===== src/common/ccd_params.svh =====
// Constants of the clock select and divider block
`ifndef CCD_PARAMS_SVH
`define CCD_PARAMS_SVH
// Clock source select codes (3-bit field)
`define CCD_SRC_XTAL_LO  3'h0
`define CCD_SRC_XTAL_MED 3'h1
`define CCD_SRC_XTAL_HI  3'h2
`define CCD_SRC_RC       3'h3
`define CCD_SRC_WDT      3'h4
`define CCD_SRC_EXT      3'h7
// Field positions in the clock control write data
`define CCD_CC_SRC_MSB   2
`define CCD_CC_DBL_BIT   3
`define CCD_CC_XWD_BIT   4
// Field positions in the trim write data
`define CCD_TRIM_MSB     5
`define CCD_TRIM_EN_BIT  6
// Config byte bits copied at reset
`define CCD_USER_CONFIG_BYTE_ONE_SRC_MSB 2
`define CCD_USER_CONFIG_BYTE_TWO_DBL_BIT 7
// Reset values
`define CCD_TRIM_RST     6'h00
`define CCD_DIV_CNT_RST  9'h000
`define CCD_WCNT_RST     14'h0000
// Wake-up timing
`define CCD_CLK_MHZ      50
`define CCD_XTAL_OSC_CYC 1024
`define CCD_SLOW_OSC_CYC 32
`define CCD_XTAL_US      60
`define CCD_RC_US        200
`define CCD_XTAL_CYC     (`CCD_XTAL_US * `CCD_CLK_MHZ)
`define CCD_RC_CYC       (`CCD_RC_US * `CCD_CLK_MHZ)
// Memory map limits
`define CCD_DIRECT_TOP   16'h0080
`define CCD_XRAM_TOP     16'h0200
`define CCD_XSFR_BASE    16'hff00
`define CCD_CODE_TOP     16'h2000
`endif


===== src/common/ccd_pkg.sv =====
// Types of the clock select and divider block
`default_nettype none

package ccd_pkg;
  // Wake-up sequencer states
  typedef enum logic [1:0] {
    WAKE_OSC,
    WAKE_US,
    WAKE_RUN
  } ccd_wake_type;

  // Kind of CPU memory access
  typedef enum logic [1:0] {
    MEM_DIRECT,
    MEM_INDIRECT,
    MEM_EXTERNAL,
    MEM_CODE
  } ccd_mem_mode_type;

  // Where a memory access lands
  typedef struct packed {
    logic data_ram;
    logic sfr;
    logic external_data_space_ram;
    logic external_data_space_sfr;
    logic code_chip;
    logic ext_bus;
  } ccd_mem_hit_type;

  // Whole block state
  typedef struct packed {
    ccd_wake_type    wake;
    logic [2:0]      src;
    logic            dbl;
    logic            xwd;
    logic [5:0]      trim;
    logic            clkout_en;
    logic            lp;
    logic [8:0]      div_cnt;
    logic [13:0]     wcnt;
    logic            cpu_en;
    logic            per_ph;
    logic            per_en;
    logic            clk_out;
    ccd_mem_hit_type hit;
  } ccd_state_type;
endpackage : ccd_pkg

`default_nettype wire


===== src/hdl/ccd_clock_ctrl.sv =====
// Clock source select, wake-up timer, divider and memory map decode
//
// Overview of operation
// Machine cycle spans two cpu clocks
// Peripheral clock is cpu clock halved
// Osc clock chosen from four sources
// RC runs 7.373 MHz, doubled 14.746 MHz
// Six-bit trim loaded at reset, writable
// Clock out only if crystal unused
// Clock out toggles at half cpu rate
// Crystal usable for osc, RTC, watchdog
// Switch done clears, sets when finished
// Control writes refused while switching
// Crystal wake: 1024 osc plus 60us
// RC wake: 200 to 300 us
// Watchdog or external wake: 32 osc
// Programmable divider, ratio up to 510
// Divider changes ratio without stall
// Low power select resets to zero
// Brownout bits set for fast clocks; this block has no brownout bits
// Low data direct, all indirect
// Special registers direct only
// External space: 512 bytes, ext SFRs
// Code 64 kB, 8 kB on chip
// Trim reloads on power-on, watchdog only
// Source, doubler loaded from config bytes
// Zero passes, else divide by twice
`timescale 1ns/1ps
`default_nettype none
`include "ccd_params.svh"

module ccd_clock_ctrl
  import ccd_pkg::*;
#(
  // RC wake-up hold in system clocks
  parameter int RC_WAKE_CYC = `CCD_RC_CYC
) (
  input  wire logic             clock_i,
  input  wire logic             reset_i,
  input  wire logic             por_wdt_reset_i,
  input  wire logic [7:0]       user_config_one_i,
  input  wire logic [7:0]       user_config_two_i,
  input  wire logic [5:0]       factory_trim_i,
  input  wire logic             xtal_tick_i,
  input  wire logic             rc_tick_i,
  input  wire logic             wdt_tick_i,
  input  wire logic             ext_tick_i,
  input  wire logic             clock_control_reg_wr_i,
  input  wire logic [7:0]       clock_control_reg_wdata_i,
  input  wire logic             trim_wr_i,
  input  wire logic [6:0]       trim_wdata_i,
  input  wire logic             lp_wr_i,
  input  wire logic             lp_wdata_i,
  input  wire logic [7:0]       clock_divide_value_i,
  input  wire logic             mem_req_i,
  input  wire ccd_mem_mode_type mem_mode_i,
  input  wire logic [15:0]      mem_addr_i,
  output logic                  cpu_clock_en_o,
  output logic                  periph_clock_en_o,
  output logic                  machine_cycle_en_o,
  output logic                  clock_switch_done_o,
  output logic [2:0]            osc_select_o,
  output logic                  rc_doubler_o,
  output logic                  xtal_for_rtc_wdt_o,
  output logic [5:0]            rc_trim_value_o,
  output logic                  clock_out_enable_o,
  output logic                  low_power_clock_select_o,
  output logic                  xtal_out_clock_o,
  output logic                  xtal_out_clock_oe_n_o,
  output var ccd_mem_hit_type   mem_hit_o
);

  ccd_state_type state_r;    // Registered state
  ccd_state_type state_nxt;  // Next state
  logic          osc_tick;   // Selected osc clock pulse
  logic          clkout_ok;  // Clock out may drive pin
  logic [2:0]    new_src;    // Requested source

  // True for any of the three crystal speeds
  function automatic logic is_xtal(input logic [2:0] src);
    is_xtal = (src == `CCD_SRC_XTAL_LO) ||
              (src == `CCD_SRC_XTAL_MED) ||
              (src == `CCD_SRC_XTAL_HI);
  endfunction : is_xtal

  // Picks the osc clock pulse of a source
  function automatic logic sel_tick(input logic [2:0] src,
                                    input logic [3:0] ticks);
    if (is_xtal(src)) begin
      sel_tick = ticks[0];  // see R3
    end else if (src == `CCD_SRC_WDT) begin
      sel_tick = ticks[2];
    end else if (src == `CCD_SRC_EXT) begin
      sel_tick = ticks[3];
    end else begin
      // Unused codes fall back to the RC oscillator
      sel_tick = ticks[1];
    end
  endfunction : sel_tick

  // Osc clock cycles of the wake-up hold
  function automatic logic [13:0] wake_osc(input logic [2:0] src);
    if (is_xtal(src)) begin
      wake_osc = 14'(`CCD_XTAL_OSC_CYC);
    end else if (src == `CCD_SRC_WDT || src == `CCD_SRC_EXT) begin
      wake_osc = 14'(`CCD_SLOW_OSC_CYC);
    end else begin
      wake_osc = 14'h0000;
    end
  endfunction : wake_osc

  // System clocks of the extra wake-up hold
  function automatic logic [13:0] wake_us(input logic [2:0] src);
    if (is_xtal(src)) begin
      wake_us = 14'(`CCD_XTAL_CYC);
    end else if (src == `CCD_SRC_WDT || src == `CCD_SRC_EXT) begin
      wake_us = 14'h0000;
    end else begin
      wake_us = 14'(RC_WAKE_CYC);
    end
  endfunction : wake_us

  // Memory map decode of one access
  function automatic ccd_mem_hit_type decode(
    input ccd_mem_mode_type mode,
    input logic [15:0]      addr);
    ccd_mem_hit_type h;
    h = '0;
    case (mode)
      MEM_DIRECT: begin
        // Upper direct half is the SFR space
        h.data_ram = (addr < `CCD_DIRECT_TOP);
        h.sfr      = (addr >= `CCD_DIRECT_TOP) &&
                     (addr[15:8] == 8'h00);
      end
      MEM_INDIRECT: begin
        // Indirect never reaches SFRs
        h.data_ram = (addr[15:8] == 8'h00);     // see R18
      end
      MEM_EXTERNAL: begin
        h.external_data_space_ram = (addr < `CCD_XRAM_TOP);
        h.external_data_space_sfr = (addr >= `CCD_XSFR_BASE);
        h.ext_bus   = !h.external_data_space_ram && !h.external_data_space_sfr;
      end
      MEM_CODE: begin
        h.code_chip = (addr < `CCD_CODE_TOP);
        h.ext_bus   = !h.code_chip;
      end
      default: begin
        h = '0;
      end
    endcase
    decode = h;
  endfunction : decode

  // Source pulse and clock out permission
  always_comb begin
    osc_tick  = sel_tick(state_r.src, {ext_tick_i, wdt_tick_i,
                                       rc_tick_i, xtal_tick_i});
    // Pin belongs to the crystal whenever anyone uses it
    clkout_ok = state_r.clkout_en && !is_xtal(state_r.src) &&
                !state_r.xwd;
    new_src   = clock_control_reg_wdata_i[`CCD_CC_SRC_MSB:0];
  end

  // Next state of the whole block
  always_comb begin
    state_nxt        = state_r;
    state_nxt.cpu_en = 1'b0;
    state_nxt.per_en = 1'b0;
    if (reset_i) begin
      // Every reset restarts the wake-up hold
      state_nxt.wake    = WAKE_OSC;
      state_nxt.src     =
        user_config_one_i[`CCD_USER_CONFIG_BYTE_ONE_SRC_MSB:0];
      state_nxt.dbl     =
        user_config_two_i[`CCD_USER_CONFIG_BYTE_TWO_DBL_BIT];    // see R23
      state_nxt.xwd     = 1'b0;
      state_nxt.lp      = 1'b0;
      state_nxt.div_cnt = `CCD_DIV_CNT_RST;
      state_nxt.wcnt    = `CCD_WCNT_RST;
      state_nxt.per_ph  = 1'b0;
      state_nxt.clk_out = 1'b0;
      state_nxt.hit     = '0;
      // Other resets keep the tuned trim
      if (por_wdt_reset_i) begin
        state_nxt.trim      = factory_trim_i;  // see R5
        state_nxt.clkout_en = 1'b0;
      end
    end else begin
      case (state_r.wake)
        WAKE_OSC: begin
          // Count osc cycles of the new source
          if (wake_osc(state_r.src) == 14'h0000) begin
            state_nxt.wake = WAKE_US;
          end else if (osc_tick) begin
            if (state_r.wcnt + 14'h0001 >= wake_osc(state_r.src))
            begin
              state_nxt.wcnt = `CCD_WCNT_RST;
              state_nxt.wake = WAKE_US;
            end else begin
              state_nxt.wcnt = state_r.wcnt + 14'h0001;
            end
          end
        end
        WAKE_US: begin
          // Extra hold counted on the system clock
          if (state_r.wcnt + 14'h0001 >= wake_us(state_r.src)) begin
            state_nxt.wcnt = `CCD_WCNT_RST;
            state_nxt.wake = WAKE_RUN;
          end else begin
            state_nxt.wcnt = state_r.wcnt + 14'h0001;
          end
        end
        WAKE_RUN: begin
          // Divider compares live, so a new ratio
          // takes effect at once without a stall
          if (osc_tick) begin
            if (clock_divide_value_i == 8'h00) begin
              state_nxt.cpu_en  = 1'b1;
              state_nxt.div_cnt = `CCD_DIV_CNT_RST;
            end else if (state_r.div_cnt + 9'h001 >=
                         {clock_divide_value_i, 1'b0}) begin
              state_nxt.cpu_en  = 1'b1;  // see R14
              state_nxt.div_cnt = `CCD_DIV_CNT_RST;
            end else begin
              state_nxt.div_cnt = state_r.div_cnt + 9'h001;
            end
          end
        end
        default: begin
          state_nxt.wake = WAKE_OSC;
        end
      endcase

      // Half-rate phase for peripherals and machine cycles
      if (state_nxt.cpu_en) begin
        state_nxt.per_ph = !state_r.per_ph;
        state_nxt.per_en = state_r.per_ph;  // see R1
        // Toggle per cpu clock gives half its rate
        state_nxt.clk_out = clkout_ok && !state_r.clk_out;
      end else if (!clkout_ok) begin
        state_nxt.clk_out = 1'b0;
      end

      // Control writes only while no switch runs
      if (clock_control_reg_wr_i && state_r.wake == WAKE_RUN) begin
        state_nxt.dbl = clock_control_reg_wdata_i[`CCD_CC_DBL_BIT];
        state_nxt.xwd = clock_control_reg_wdata_i[`CCD_CC_XWD_BIT];
        if (new_src != state_r.src) begin
          // Start a switch: done drops next cycle
          state_nxt.src     = new_src;
          state_nxt.wake    = WAKE_OSC;
          state_nxt.wcnt    = `CCD_WCNT_RST;
          state_nxt.div_cnt = `CCD_DIV_CNT_RST;
        end
      end

      // Trim and clock out enable share one write
      if (trim_wr_i) begin
        state_nxt.trim      = trim_wdata_i[`CCD_TRIM_MSB:0];
        state_nxt.clkout_en = trim_wdata_i[`CCD_TRIM_EN_BIT];
      end

      // Software owns the low power rate check
      if (lp_wr_i) begin
        state_nxt.lp = lp_wdata_i;
      end

      // Memory space decode, one cycle latency
      if (mem_req_i) begin
        state_nxt.hit = decode(mem_mode_i, mem_addr_i);
      end else begin
        state_nxt.hit = '0;
      end
    end
  end

  // State register
  always_ff @(posedge clock_i) begin
    state_r <= state_nxt;
  end

  // Outputs straight from the state
  always_comb begin
    cpu_clock_en_o           = state_r.cpu_en;
    periph_clock_en_o        = state_r.per_en;
    machine_cycle_en_o       = state_r.per_en;
    clock_switch_done_o      = (state_r.wake == WAKE_RUN);
    osc_select_o             = state_r.src;
    rc_doubler_o             = state_r.dbl;
    xtal_for_rtc_wdt_o       = state_r.xwd;
    rc_trim_value_o          = state_r.trim;
    clock_out_enable_o       = state_r.clkout_en;
    low_power_clock_select_o = state_r.lp;
    xtal_out_clock_o         = state_r.clk_out;
    xtal_out_clock_oe_n_o    = !clkout_ok;
    mem_hit_o                = state_r.hit;
  end

endmodule : ccd_clock_ctrl

`default_nettype wire


===== config.mk =====
export PLATFORM = sky130hd
export DESIGN_NAME = ccd_clock_ctrl
export DESIGN_NICKNAME = d
export VERILOG_FILES = /design/src/common/ccd_pkg.sv /design/src/hdl/ccd_clock_ctrl.sv
export VERILOG_INCLUDE_DIRS = /design/src /design/src/common
export SDC_FILE = /design/constraint.sdc
export NUM_CORES = 1
export LEC_CHECK = 0
export BUFFER_PORTS_ARGS = -buffer_cell sky130_fd_sc_hd__buf_2
export CORE_MARGIN = 2
export CORE_UTILIZATION = 53
export DETAILED_ROUTE_END_ITERATION = 16
export GPL_TIMING_DRIVEN = 1
export PLACE_DENSITY = 0.87
export SYNTH_ARGS = -nofsm -noshare
export SYNTH_HDL_FRONTEND = slang
export SYNTH_SLANG_ARGS = --single-unit
export TNS_END_PERCENT = 30

===== constraint.sdc =====
create_clock -name clock_i -period 4.17 [get_ports clock_i]
set_clock_uncertainty 0.15 [all_clocks]
set_input_delay 0.2085 -clock clock_i [delete_from_list [all_inputs] [get_ports clock_i]]
set_output_delay 0.2085 -clock clock_i [all_outputs]
set_load 0.05 [all_outputs]

# Yosys cells after proc, flatten, opt, wreduce, memory -nomap -nowiden
# Index checks and enable logic that the tools add are counted.
op_classes:
  bitwise: 5
  add_sub_neg: 2
  muxes: 46
  n_eq_ne: 12
  reduce_logical: 33
  n_lt_le_gt_ge: 8
op_table:
  columns: ["operator", "n"]
  rows:
  - ["$mux W14", 14]
  - ["$mux W23", 2]
  - ["$mux W36", 1]
  - ["$mux W9", 4]
  - ["$ge A14 B14 Y1", 2]
  - ["$pmux W14 S2", 1]
  - ["$mux W7", 3]
  - ["$ge A16 B16 Y1 const B", 1]
  - ["$ge A16 B8 Y1 const B", 1]
  - ["$logic_not A8 Y1", 2]
  - ["$lt A16 B10 Y1 const B", 1]
  - ["$lt A16 B14 Y1 const B", 1]
  - ["$lt A16 B8 Y1 const B", 1]
  - ["$add A14 B1 Y14 const B", 1]
  - ["$logic_not A14 Y1", 1]
  - ["$mux W1", 11]
  - ["$mux W11", 1]
  - ["$add A9 B1 Y9 const B", 1]
  - ["$ge A9 B9 Y1", 1]
  - ["$reduce_or A3 Y1", 3]
  - ["$logic_not A1 Y1", 8]
  - ["$mux W2", 4]
  - ["$eq A2 B2 Y1 const B", 3]
  - ["$eq A3 B3 Y1 const B", 2]
  - ["other kinds (17)", 36]
totals:
  out_inout_bits: 25
  wordCells: 125
  reg_bits: 48
  input_bits: 75

# Depth between registers and ports, before layout
# Gate-level depths: netlist of run 1.
logic_depth:
  depth_word: 18
  mapped_depth: 15
  ltp_nobuf: 13

# Worst setup path after synthesis of run 1
# OpenSTA, ideal clock, no wires.
synth_timing:
  path_type: "register to register"
  from: "register state_r[10] in the netlist's numbering"
  to: "register state_r[14] in the netlist's numbering"
  stages_incl_launch_ff: 16
  path_slack_ns: 1.182
  synth_period_minus_slack_ns: 2.988
  setup_ns: 0.126
  required_time_ns: 3.894
  arrival_time_ns: 2.713
  path_buffers: 2
  path_cell_list: "dfxtp_1 > ha_1 > buf_2 > nand4_4 > nor3_1 > xor2_1 > ha_1 > and2_1 > a21oi_1 > o311ai_1 > a21boi_1 > o21ai_0 > a21oi_2 > buf_6 > o211ai_1 > nand3_1"
synth_via:
  elab_chain_cells: 8
  elab_cells_between_ends: 10
  cone_classes: "1 x add/sub; 2 x order compare; 7 x mux"
synth_lines:
  columns: ["item", "line_no", "rtl"]
  rows:
  - ["start: declaration", "ccd_clock_ctrl.sv:73", "ccd_state_type state_r;"]
  - ["start signal: assignment", "ccd_clock_ctrl.sv:281", "state_r <= state_nxt;"]
  - ["$add A14 B1 Y14 (*)", null, null]
  - ["$ge A14 B14 Y1", "ccd_clock_ctrl.sv:197", "if (state_r.wcnt + 14'h0001 >= wake_osc(state_r.src))"]
  - ["$mux W14", "ccd_clock_ctrl.sv:197", null]
  - ["$mux W14", "ccd_clock_ctrl.sv:196", "end else if (osc_tick) begin"]
  - ["$mux W14", "ccd_clock_ctrl.sv:194", "if (wake_osc(state_r.src) == 14'h0000) begin"]
  - ["$pmux W14 S2 (*)", "ccd_clock_ctrl.sv:191", "case (state_r.wake)"]
  - ["$mux W23", "ccd_clock_ctrl.sv:250", "if (new_src != state_r.src) begin"]
  - ["$mux W23 (*)", "ccd_clock_ctrl.sv:247", "if (clock_control_reg_wr_i && state_r.wake == WAKE_RUN) begin"]
# Every way passes the cells marked *; elsewhere a longest branch is shown, timed or not.
# A chain may end at the register's enable or synchronous reset.

# Final worst setup path of run 1
layout_timing:
  from: "register state_r[10] in the netlist's numbering"
  to: "register state_r[13] in the netlist's numbering"
# The elaborated chain is that of the path after synthesis.

==> results.py, run 1 <==
metrics = {
    "status": {
        "status": "finished, final reports clean",
    },
    "synth": {
        "ys_ff_latch": 48,
        "syn_avg_cell_area_sq_um": 8.25,
        "synth-main-ff-cell": "dfxtp_1",
        "netlist_instances": 415,
        "synth_seq_area_share": 0.313,
        "ys_async_sr_fraction": 0,
        "synth_edf_count": 11,
        "synthesis.nets": 505,
        "ys_warn_count": 0,
        "yosysUniqueCellTypes": 68,
        "syn_area_sq_mm": 0.00343,
    },
    "sta": {
        "setup_viol_count_final": 0,
        "max_freq_mhz": 265,
        "slew_violations": 0,
        "hold_violations": 0,
        "timing.setup.tns_ns": 0,
        "tightest_slew_ns": 0.903,
        "max_slew_margin": 0.396,
        "fin_crit_ns": 3.77,
        "finalCritPeriodShare": 0.903,
        "rsz0062_at_grt": "false",
        "holdWs_ns": 0.0138,
    },
    "detailed_routing": {
        "ant_nets": 0,
        "via_per_inst": 6.02,
        "num_vias": 3286,
        "drt-total-wl_microns": 8490,
        "dr.pass1.iters": 5,
        "drc": 0,
        "wl_per_cell_microns": 15.5,
        "drt_iter0_drc": 216,
    },
    "layout": {
        "antenna_cells": 0,
        "nFillCells": 521,
        "area_growth_pct": 12.1,
        "seq_area_sq_mm": 0.00107,
        "multi_input_area_sq_mm": 0.00206,
        "nets": 558,
        "layout-drive-gt1-share": 0.241,
    },
    "power_and_ir_drop": {
        "clock_power_share": 0.331,
        "power.share.combinational": 0.190,
        "seq_power_share": 0.479,
        "power_switching_w": 0.000315,
        "powerDensity_mw_per_mm2": 275,
        "switching_share": 0.298,
        "cellInternalPower_w": 0.000740,
        "cellLeakagePower_nw": 1.63,
        "ir_drop_uv": 234,
    },
    "cts": {
        "clockBufferDepth": 2,
        "cts_setup_buffers": 0,
        "clock_latency_ns": 0.31,
        "numCtsBuffers": 5,
        "root_buffer": "clkbuf_8",
        "ctsHoldBuffers": 2,
        "clk_pin_slew_ns": 0.10,
        "htreeDepth": 2,
        "cts.repair.resized": 0,
        "tritoncts": "yes",
        "cts_sinks": 48,
    },
    "setup_path": {
        "worstPathArrival_ns": 3.83,
        "max_stage_delay_ns": 0.45,
        "path_cells": "ha_1 > nand4_4 > nor3_1 > xor2_1 > ha_1 > and2_1 > a21oi_1 > o311ai_1 > a21boi_1 > o21ai_0 > a21oi_2 > buf_4 > a21oi_1 > o41ai_1",
        "crit_family": "compound AO/OA/AOI/OAI gates",
        "critical_path_buf_inv_count": 1,
        "critPathMaxFanout": 9,
        "worstSetupStartpointType": "register",
        "slowest_stage": "dfxtp_1",
        "cp_data_required_time_ns": 4.23,
        "path_class": "register to register",
        "critPathCaptureType": "register",
    },
    "grt": {
        "grt_pass1_vias": 3051,
        "grt_pass1_wl_microns": 14100,
        "grt_max_degree": 29,
        "grt_overflow": 0,
        "antenna_found_initial": 0,
        "grt_use_total": 0.242,
    },
    "floorplan": {
        "num_rows": 29,
        "fp.coreArea_sq_mm": 0.00631,
        "ios": 100,
        "die_h_microns": 84.4,
        "initial_core_util": 0.543,
        "fp.dieW_microns": 84.4,
        "dieArea_sq_mm": 0.00712,
    },
    "job": {
        "drv_cap": 0,
    },
    "place": {
        "io_buffers": 77,
        "dp_hpwl_microns": 6360,
        "gp_congestion": 0.965,
    },
    "hold_path": {
        "holdCritPathClass": "primary input to register",
    },
}
-- registers in the layout, indices dropped and copies added, names as in the netlist, 3 cells and up --
register and flops:
mem_hit_o 6, osc_select_o 3, rc_trim_value_o 6, state_r 26
-- synthesized netlist by cell type, types with 2 or more instances --
library cell  number  area (sq um)
o22ai_1            2          12.5
o21ai_0           22           110
o31ai_1            2          15.0
nor3b_1            4          30.0
ha_1              15           188
xnor2_1           19           166
nand2_1           44           165
a21oi_1           19          95.1
and2_1             5          31.3
nand3b_1           3          22.5
dfxtp_1           37           741
o211ai_1           4          30.0
nand2b_1           5          31.3
nor3_1            10          50.1
a31oi_1            2          12.5
or2_2              2          12.5
and3_1             5          31.3
o221ai_1           4          35.0
a22oi_1            2          15.0
a21o_1             5          37.5
nand3_1           20           100
buf_6              2          22.5
a211oi_1           4          30.0
o21a_1             3          22.5
xor2_1             8          70.1
nor4_1             5          31.3
or3_1              5          31.3
buf_2              5          25.0
buf_4             18           135
o2111ai_1          2          17.5
nand3_2            2          20.0
edfxtp_1          11           330
mux2_2             7          78.8
nor2_1            42           158
clkbuf_1          11          41.3
nor2b_1            3          18.8
mux2i_1            5          50.1
nor4b_1            2          17.5
inv_1             17          63.8
a311oi_1           3          26.3
nand4_1            2          12.5
-- kinds of logic after synthesis --
group | share of synthesized area
AND/OR/NAND/NOR | 0.259
XOR/XNOR | 0.0738
adder cells (fa/ha/maj) | 0.0548
flip-flops | 0.313
AO/OA/AOI/OAI | 0.176
buffers and inverters | 0.0862
multiplexers | 0.0376
-- layer usage --
layer  track usage  vias to the layer above  part of all wire
li1              -                     1569                 -
met5             0                        -                 0
met4         0.104                        0             0.035
met3        0.0482                       32             0.094
met1         0.294                     1508              0.40
met2         0.416                      177              0.48
-- final timing paths --
kind                                      from                               to  slack (ns)  cells after the start
setup / recovery        state_r[10]$_SDFF_PP0_           state_r[13]$_SDFF_PP0_        0.40                     14
hold reg to reg        state_r[8]$_SDFFE_PP0P_          state_r[8]$_SDFFE_PP0P_        0.35                      2
setup reg to reg        state_r[10]$_SDFF_PP0_           state_r[13]$_SDFF_PP0_        0.40                     14
hold / removal    clock_control_reg_wdata_i[4]  xtal_for_rtc_wdt_o$_SDFFE_PP0P_        0.01                      3
-- per-stage QoR --
stage | utilization | setup WS (ns) | cells | cell area [sq um] | total power (W)
after floorplan | - | 1.18 | 415 | 3430 | 0.000658
after global placement | 0.587 | 0.651 | 536 | 3710 | 0.000705
after detailed placement | 0.587 | 0.512 | 536 | 3710 | 0.000710
after CTS | 0.608 | 0.488 | 546 | 3840 | 0.00105
after global routing | 0.608 | 0.0767 | 546 | 3840 | 0.00110
final | 0.608 | 0.403 | 546 | 3840 | 0.00106
-- placed cells by master (no fill, tap or decap), types with 8 or more instances in the layout --
master	netlist	layout
nand3_1	20	20
buf_2	5	77
xnor2_1	19	19
ha_1	15	15
dfxtp_1	37	37
a21oi_1	19	19
xor2_1	8	8
o21ai_0	22	22
inv_1	17	17
nor2_1	42	42
edfxtp_1	11	11
nor3_1	10	10
nand2_1	44	44
-- power by group through the flow --
stage | Combinational, W | Clock [W] | Sequential, W
floorplan | 0.000138 | 0 | 0.000520
finish | 0.000201 | 0.000349 | 0.000506
global placement | 0.000190 | 0 | 0.000515
CTS | 0.000197 | 0.000352 | 0.000505
global route | 0.000217 | 0.000372 | 0.000508
detailed placement | 0.000194 | 0 | 0.000516
-- worst register-to-register path, cell delays in order (launching register included) --
cell	delay (ns)
dfxtp_1	0.45
ha_1	0.45
nand4_4	0.21
nor3_1	0.29
xor2_1	0.19
ha_1	0.27
and2_1	0.19
a21oi_1	0.15
o311ai_1	0.12
a21boi_1	0.20
o21ai_0	0.12
a21oi_2	0.36
buf_4	0.25
a21oi_1	0.06
o41ai_1	0.24
-- final cells by class --
class / instances / share of cell area
clock buffer: 5 / 0.0179
inverter: 19 / 0.0186
tap: 77 / 0.0251
multi-input combinational: 312 / 0.536
sequential: 48 / 0.279
timing repair buffer: 82 / 0.111
clock inverter: 3 / 0.0121
Note: power is estimated with default switching activity, not from simulation.
==> run 2, diff against run 1 <==
- ABC_AREA: default -> 1
- CORE_MARGIN: 2 -> default
==> results.py, run 2 <==
metrics = {
    "sta": {
        "timing.setup.tns_ns": 0,
        "setup_viol_count_final": 0,
        "holdWs_ns": 0.0112,
        "tightest_slew_ns": 1.14,
        "max_slew_margin": 0.235,
        "finalCritPeriodShare": 0.745,
        "hold_violations": 0,
        "rsz0062_at_grt": "false",
        "fin_crit_ns": 3.11,
        "max_freq_mhz": 322,
        "slew_violations": 0,
    },
    "grt": {
        "grt_use_total": 0.262,
        "grt_max_degree": 24,
        "grt_use_met3": 0.0623,
        "met1_usage": 0.292,
        "antenna_found_initial": 0,
        "grt_overflow": 0,
        "use_met2": 0.465,
        "grt_pass1_wl_microns": 15100,
        "grt_pass1_vias": 3646,
        "top_usage_layer": "met2",
    },
    "layout": {
        "layout-drive-gt1-share": 0.195,
        "top_register": "state_r",
        "largest_register_ffs": 26,
        "area_growth_pct": 13.2,
        "layout_commonest_cell": "nand2_1",
        "layout_common_cells": "nand2_1 (110), inv_1 (91), buf_2 (77), nor2_1 (48), dfxtp_1 (37)",
        "final_area_sq_mm": 0.00401,
        "nets": 683,
        "antenna_cells": 0,
        "post-route-util": 0.625,
    },
    "synth": {
        "netlist_instances": 531,
        "synth-simple-area-share": 0.340,
        "ys_warn_count": 0,
        "ys_ff_latch": 48,
        "synth.most_common_cell": "nand2_1",
        "synth_xor_area_frac": 0.0247,
        "yosysUniqueCellTypes": 38,
        "synth_edf_count": 11,
        "netlist_top_cells_area": "dfxtp_1 (21%), nand2_1 (12%), inv_1 (9.6%)",
        "syn_area_sq_mm": 0.00355,
        "synth_top_family_by_area": "simple AND/OR/NAND/NOR gates",
        "synth_top_area_cell": "dfxtp_1",
        "muxShareOfSynthArea": 0,
        "syn_avg_cell_area_sq_um": 6.68,
        "ys_async_sr_fraction": 0,
        "synth_compound_area_frac": 0.125,
        "synth_common_cells": "nand2_1 (110), inv_1 (91), nor2_1 (48)",
        "yosysTopAreaCellShare": 0.209,
        "synthAdderAreaFrac": 0.0529,
        "synth_seq_area_share": 0.302,
        "synth-main-ff-cell": "dfxtp_1",
        "synthesis.nets": 621,
    },
    "detailed_routing": {
        "wl_per_cell_microns": 13.3,
        "drt_iter0_drc": 203,
        "dr.pass1.iters": 5,
        "ant_nets": 0,
        "num_vias": 3687,
        "drt-total-wl_microns": 8930,
        "drc": 0,
        "via_per_inst": 5.49,
    },
    "cts": {
        "clk_pin_slew_ns": 0.10,
        "root_buffer": "clkbuf_8",
        "htreeDepth": 2,
        "cts_sinks": 48,
        "tritoncts": "yes",
        "numCtsBuffers": 5,
        "clockBufferDepth": 2,
        "clock_latency_ns": 0.31,
    },
    "place": {
        "gp_congestion": 0.948,
        "dp_hpwl_microns": 6600,
        "io_buffers": 77,
        "dpl-instance-area_sq_mm": 0.00384,
    },
    "setup_path": {
        "rrSetupSlack_ns": 1.06,
        "critPathMaxFanout": 9,
        "reg2regPathDepth": 13,
        "crit_family": "simple AND/OR/NAND/NOR gates",
        "max_stage_delay_ns": 0.41,
        "slowest_stage": "dfxtp_1",
        "r2r-start": "state_r[24]$_SDFF_PP0_",
        "worstSetupStartpointType": "register",
        "worstPathArrival_ns": 3.18,
        "path_class": "register to register",
        "cp_data_required_time_ns": 4.24,
        "critical_path_buf_inv_count": 0,
        "path_common_cell": "nand2_1",
        "timing.rr.end": "state_r[29]$_SDFF_PP0_",
        "critPathCaptureType": "register",
        "path_cells": "ha_1 > nand2_1 > nor2_1 > nand3_1 > nor3_1 > xor2_1 > ha_1 > a21oi_1 > o21a_1 > nand4_1 > nand2_1 > nand2_1 > a211oi_1",
    },
    "floorplan": {
        "die_h_microns": 83.8,
        "num_rows": 29,
        "initial_core_util": 0.552,
        "dieArea_sq_mm": 0.00702,
        "fp.coreArea_sq_mm": 0.00642,
        "fp.dieW_microns": 83.8,
        "ios": 100,
    },
    "power_and_ir_drop": {
        "ir_drop_uv": 187,
        "cellLeakagePower_nw": 1.98,
        "powerDensity_mw_per_mm2": 268,
    },
    "job": {
        "drv_cap": 0,
    },
    "hold_path": {
        "hp-start": "factory_trim_i[5]",
        "holdCritPathClass": "primary input to register",
        "min_to": "rc_trim_value_o[5]$_DFFE_PP_",
        "worstHoldPathCells": 3,
    },
    "status": {
        "status": "finished, final reports clean",
    },
}
-- run 2: cell count changes in the layout (fill, tap and decap cells not counted), sizes merged, moves of 11 or more --
| cell | before | now |
|---|---|---|
| inv | 19 | 96 |
| nand2 | 45 | 118 |
| nand3 | 23 | 37 |
| nand4 | 4 | 27 |
| nor2 | 42 | 60 |
| o21ai | 23 | 34 |
| xnor2 | 20 | 2 |
-- run 2: how the worst max path moves through the flow --
stage,from,end,depth (start not counted),slack [ns]
3_5_place_dp,state_r[24]$_SDFF_PP0_,state_r[29]$_SDFF_PP0_,13,1.10
2_1_floorplan,state_r[10]$_SDFF_PP0_,state_r[11]$_SDFF_PP0_,17,1.54
4_1_cts,state_r[24]$_SDFF_PP0_,state_r[29]$_SDFF_PP0_,13,1.06
3_3_place_gp,state_r[24]$_SDFF_PP0_,state_r[28]$_SDFF_PP0_,13,1.24
6_report,state_r[24]$_SDFF_PP0_,state_r[29]$_SDFF_PP0_,13,1.06
5_1_grt,state_r[24]$_SDFF_PP0_,state_r[27]$_SDFF_PP0_,13,0.73
-- run 2: kinds of logic after synthesis --
group	after synthesis
XOR/XNOR	10
buffers and inverters	124
adder cells (fa/ha/maj)	15
AO/OA/AOI/OAI	76
AND/OR/NAND/NOR	258
flip-flops	48
-- run 2: power breakdown --
group	internal (W)	total, W	switching, W
clock network	0.000181	0.000361	0.000180
registers	0.000493	0.000505	0.0000126
logic	0.0000629	0.000209	0.000146
total	0.000737	0.00107	0.000338
-- run 2: timing repair --
action	4_1_cts	5_1_grt
gates resized for setup	0	0
endpoints found under the hold margin	4	0
buffers inserted	0	0
hold buffers	6	0
-- run 2: routing by layer --
layer,vias up,routed length [microns],part of all wire
met5,-,0,0
met4,0,241,0.027
met3,33,700,0.078
met2,156,4430,0.50
met1,1657,3560,0.40
li1,1841,-,-
-- run 2: layout make-up --
class                           instances  area (sq um)
Fill cell                             538          2410
Multi-Input combinational cell        359          1920
Sequential cell                        48          1070
Timing Repair Buffer                   83           445
Inverter                               96           362
Tap cell                               77          96.3
Clock buffer                            5          68.8
Clock inverter                          3          46.3
-- run 2: worst reg2reg max path: cells and delay by family (launching register included) --
family          cells  cell delay (ns)
compound gates      3             0.55
xor+xnor            1             0.25
fa+ha+maj           2             0.51
flops               1             0.41
simple gates        7             1.15
-- run 2: metrics by stage --
stage	total power (W)	instances	worst slack, ns
2_1_floorplan	0.000663	531	1.54
4_1_cts	0.00107	671	1.06
6_report	0.00107	671	1.06
3_3_place_gp	0.000709	657	1.24
5_1_grt	0.00111	671	0.730
3_5_place_dp	0.000716	657	1.10
==> run 3, diff against run 2 <==
- CORE_UTILIZATION: 53 -> 48
- PLACE_DENSITY: 0.87 -> 0.83
- clock period: 4.17 -> 2.85 ns (I/O delays scaled with it)
==> results.py, run 3 (synthesis results as in run 2) <==
metrics = {
    "job": {
        "drv_cap": 0,
    },
    "sta": {
        "rsz0062_at_grt": "true",
        "fin_crit_ns": 2.81,
        "holdWs_ns": -0.00983,
        "max_freq_mhz": 356,
        "max_slew_margin": 0.558,
        "hold_violations": 1,
        "slew_violations": 0,
        "setup_viol_count_final": 0,
        "finalCritPeriodShare": 0.985,
        "tightest_slew_ns": 0.661,
        "setup_ws_ns": 0.0432,
    },
    "layout": {
        "fin_cells": 734,
        "largest_register_ffs": 26,
        "layout_common_cells": "nand2_1 (105), inv_1 (90), buf_2 (77), nor2_1 (47)",
        "layout_commonest_cell": "nand2_1",
        "post-route-util": 0.640,
        "layout-drive-gt1-share": 0.245,
        "nFillCells": 607,
        "antenna_cells": 0,
        "area_growth_pct": 26.0,
        "nets": 727,
        "top_register": "state_r",
    },
    "place": {
        "dp_hpwl_microns": 7120,
        "io_buffers": 77,
        "dpl.cell_count": 693,
        "preCtsSetupSlack_ns": -0.0137,
        "gp_congestion": 0.924,
    },
    "floorplan": {
        "die_h_microns": 88.0,
        "fp.dieW_microns": 88.0,
        "dieArea_sq_mm": 0.00774,
        "num_rows": 30,
        "ios": 100,
        "initial_core_util": 0.508,
        "fp.coreArea_sq_mm": 0.00698,
    },
    "setup_path": {
        "slowest_stage": "dfxtp_2",
        "max_stage_delay_ns": 0.37,
        "worstPathArrival_ns": 2.86,
        "reg2regPathDepth": 17,
        "critPathMaxFanout": 9,
        "cp_data_required_time_ns": 2.90,
        "worstSetupStartpointType": "register",
        "path_class": "register to register",
        "path_cells": "ha_4 > nand2_4 > nor2_4 > nand4_1 > nand2_2 > inv_1 > ha_1 > inv_2 > nor4_2 > nand2_1 > nor2_1 > nand2_1 > nor2_4 > nor2_8 > buf_6 > nand4_1 > a21oi_1",
        "critPathCaptureType": "register",
    },
    "power_and_ir_drop": {
        "total_power_w": 0.00155,
        "ir_drop_uv": 310,
        "cellLeakagePower_nw": 2.19,
        "powerDensity_mw_per_mm2": 347,
    },
    "status": {
        "status": "finished with violations",
        "violations": "negative hold slack",
    },
    "grt": {
        "grt_overflow": 0,
        "grt_use_total": 0.280,
        "grt_max_degree": 24,
        "grt_pass1_vias": 3811,
        "grt_pass1_wl_microns": 16900,
        "antenna_found_initial": 0,
    },
    "cts": {
        "cts_sinks": 48,
        "clockBufferDepth": 2,
        "htreeDepth": 2,
        "tritoncts": "yes",
        "clock_latency_ns": 0.31,
        "root_buffer": "clkbuf_8",
        "clk_pin_slew_ns": 0.10,
        "numCtsBuffers": 5,
    },
    "detailed_routing": {
        "dr.pass1.iters": 5,
        "wl_per_cell_microns": 14.9,
        "drc": 0,
        "num_vias": 4010,
        "drt-total-wl_microns": 11000,
        "ant_nets": 0,
        "drt_iter0_drc": 287,
        "via_per_inst": 5.46,
    },
    "hold_path": {
        "holdCritPathClass": "primary input to register",
        "worstHoldPathCells": 2,
    },
}
## run 3: cell types whose count changed in the layout (fill, tap and decap cells not counted), sizes merged
cell,delta
buf,+25
clkbuf,+1
clkinvlp,-1
clkinv,+2
dlygate4sd3,+19
bufinv,-1
inv,-1
## run 3: timing repair
action,CTS,global route
buffers inserted,0,8
pin swaps,0,14
hold buffers,25,0
setup endpoints to repair,4,29
endpoints found under the hold margin,16,0
gates resized for setup,1,23
## run 3: final cells by class
type	count	area [sq um]	area share
Multi-Input combinational cell	359	1990	0.446
Sequential cell	48	1080	0.241
Timing Repair Buffer	127	831	0.186
Inverter	96	362	0.0809
Tap cell	96	120	0.0269
Clock buffer	6	72.6	0.0162
Clock inverter	2	12.5	0.00280
## run 3: routing by layer
metal / global-route usage / vias to the layer above / wire length (microns)
met5: 0 / - / 0
met4: 0.0894 / 0 / 295
met3: 0.0509 / 30 / 736
met2: 0.528 / 179 / 5560
met1: 0.316 / 1863 / 4380
li1: - / 1938 / -
## run 3: worst max-delay path, delay by kind of cell, from the launching register on
kind                       cells  cell delay, ns
buffers and inverters          3            0.26
and+or+nand+nor               11            1.41
adders and majority gates      2            0.44
DFF                            1            0.37
AOI/OAI and AO/OA              1            0.07
## run 3: power breakdown
group | total [W] | internal [W] | switching (W)
Clock | 0.000434 | 0.000173 | 0.000261
Combinational | 0.000377 | 0.000134 | 0.000243
Sequential | 0.000738 | 0.000722 | 0.0000160
Total | 0.00155 | 0.00103 | 0.000520
## run 3: through the flow
step	TNS (ns)	cell area [sq um]
floorplan	0	3550
global placement	0	3990
detailed placement	-0.0267	3990
CTS	0	4330
global route	-0.637	4470
finish	0	4470
## run 3: worst paths after layout
check | endpoint | start | slack (ns)
min reg2reg | machine_cycle_en_o$_SDFF_PP0_ | state_r[8]$_SDFFE_PP0P_ | 0.33
max reg2reg | state_r[23]$_SDFF_PP0_ | state_r[10]$_SDFF_PP0_ | 0.04
min | rc_doubler_o$_DFFE_PP_ | clock_control_reg_wdata_i[3] | -0.01
max | state_r[23]$_SDFF_PP0_ | state_r[10]$_SDFF_PP0_ | 0.04
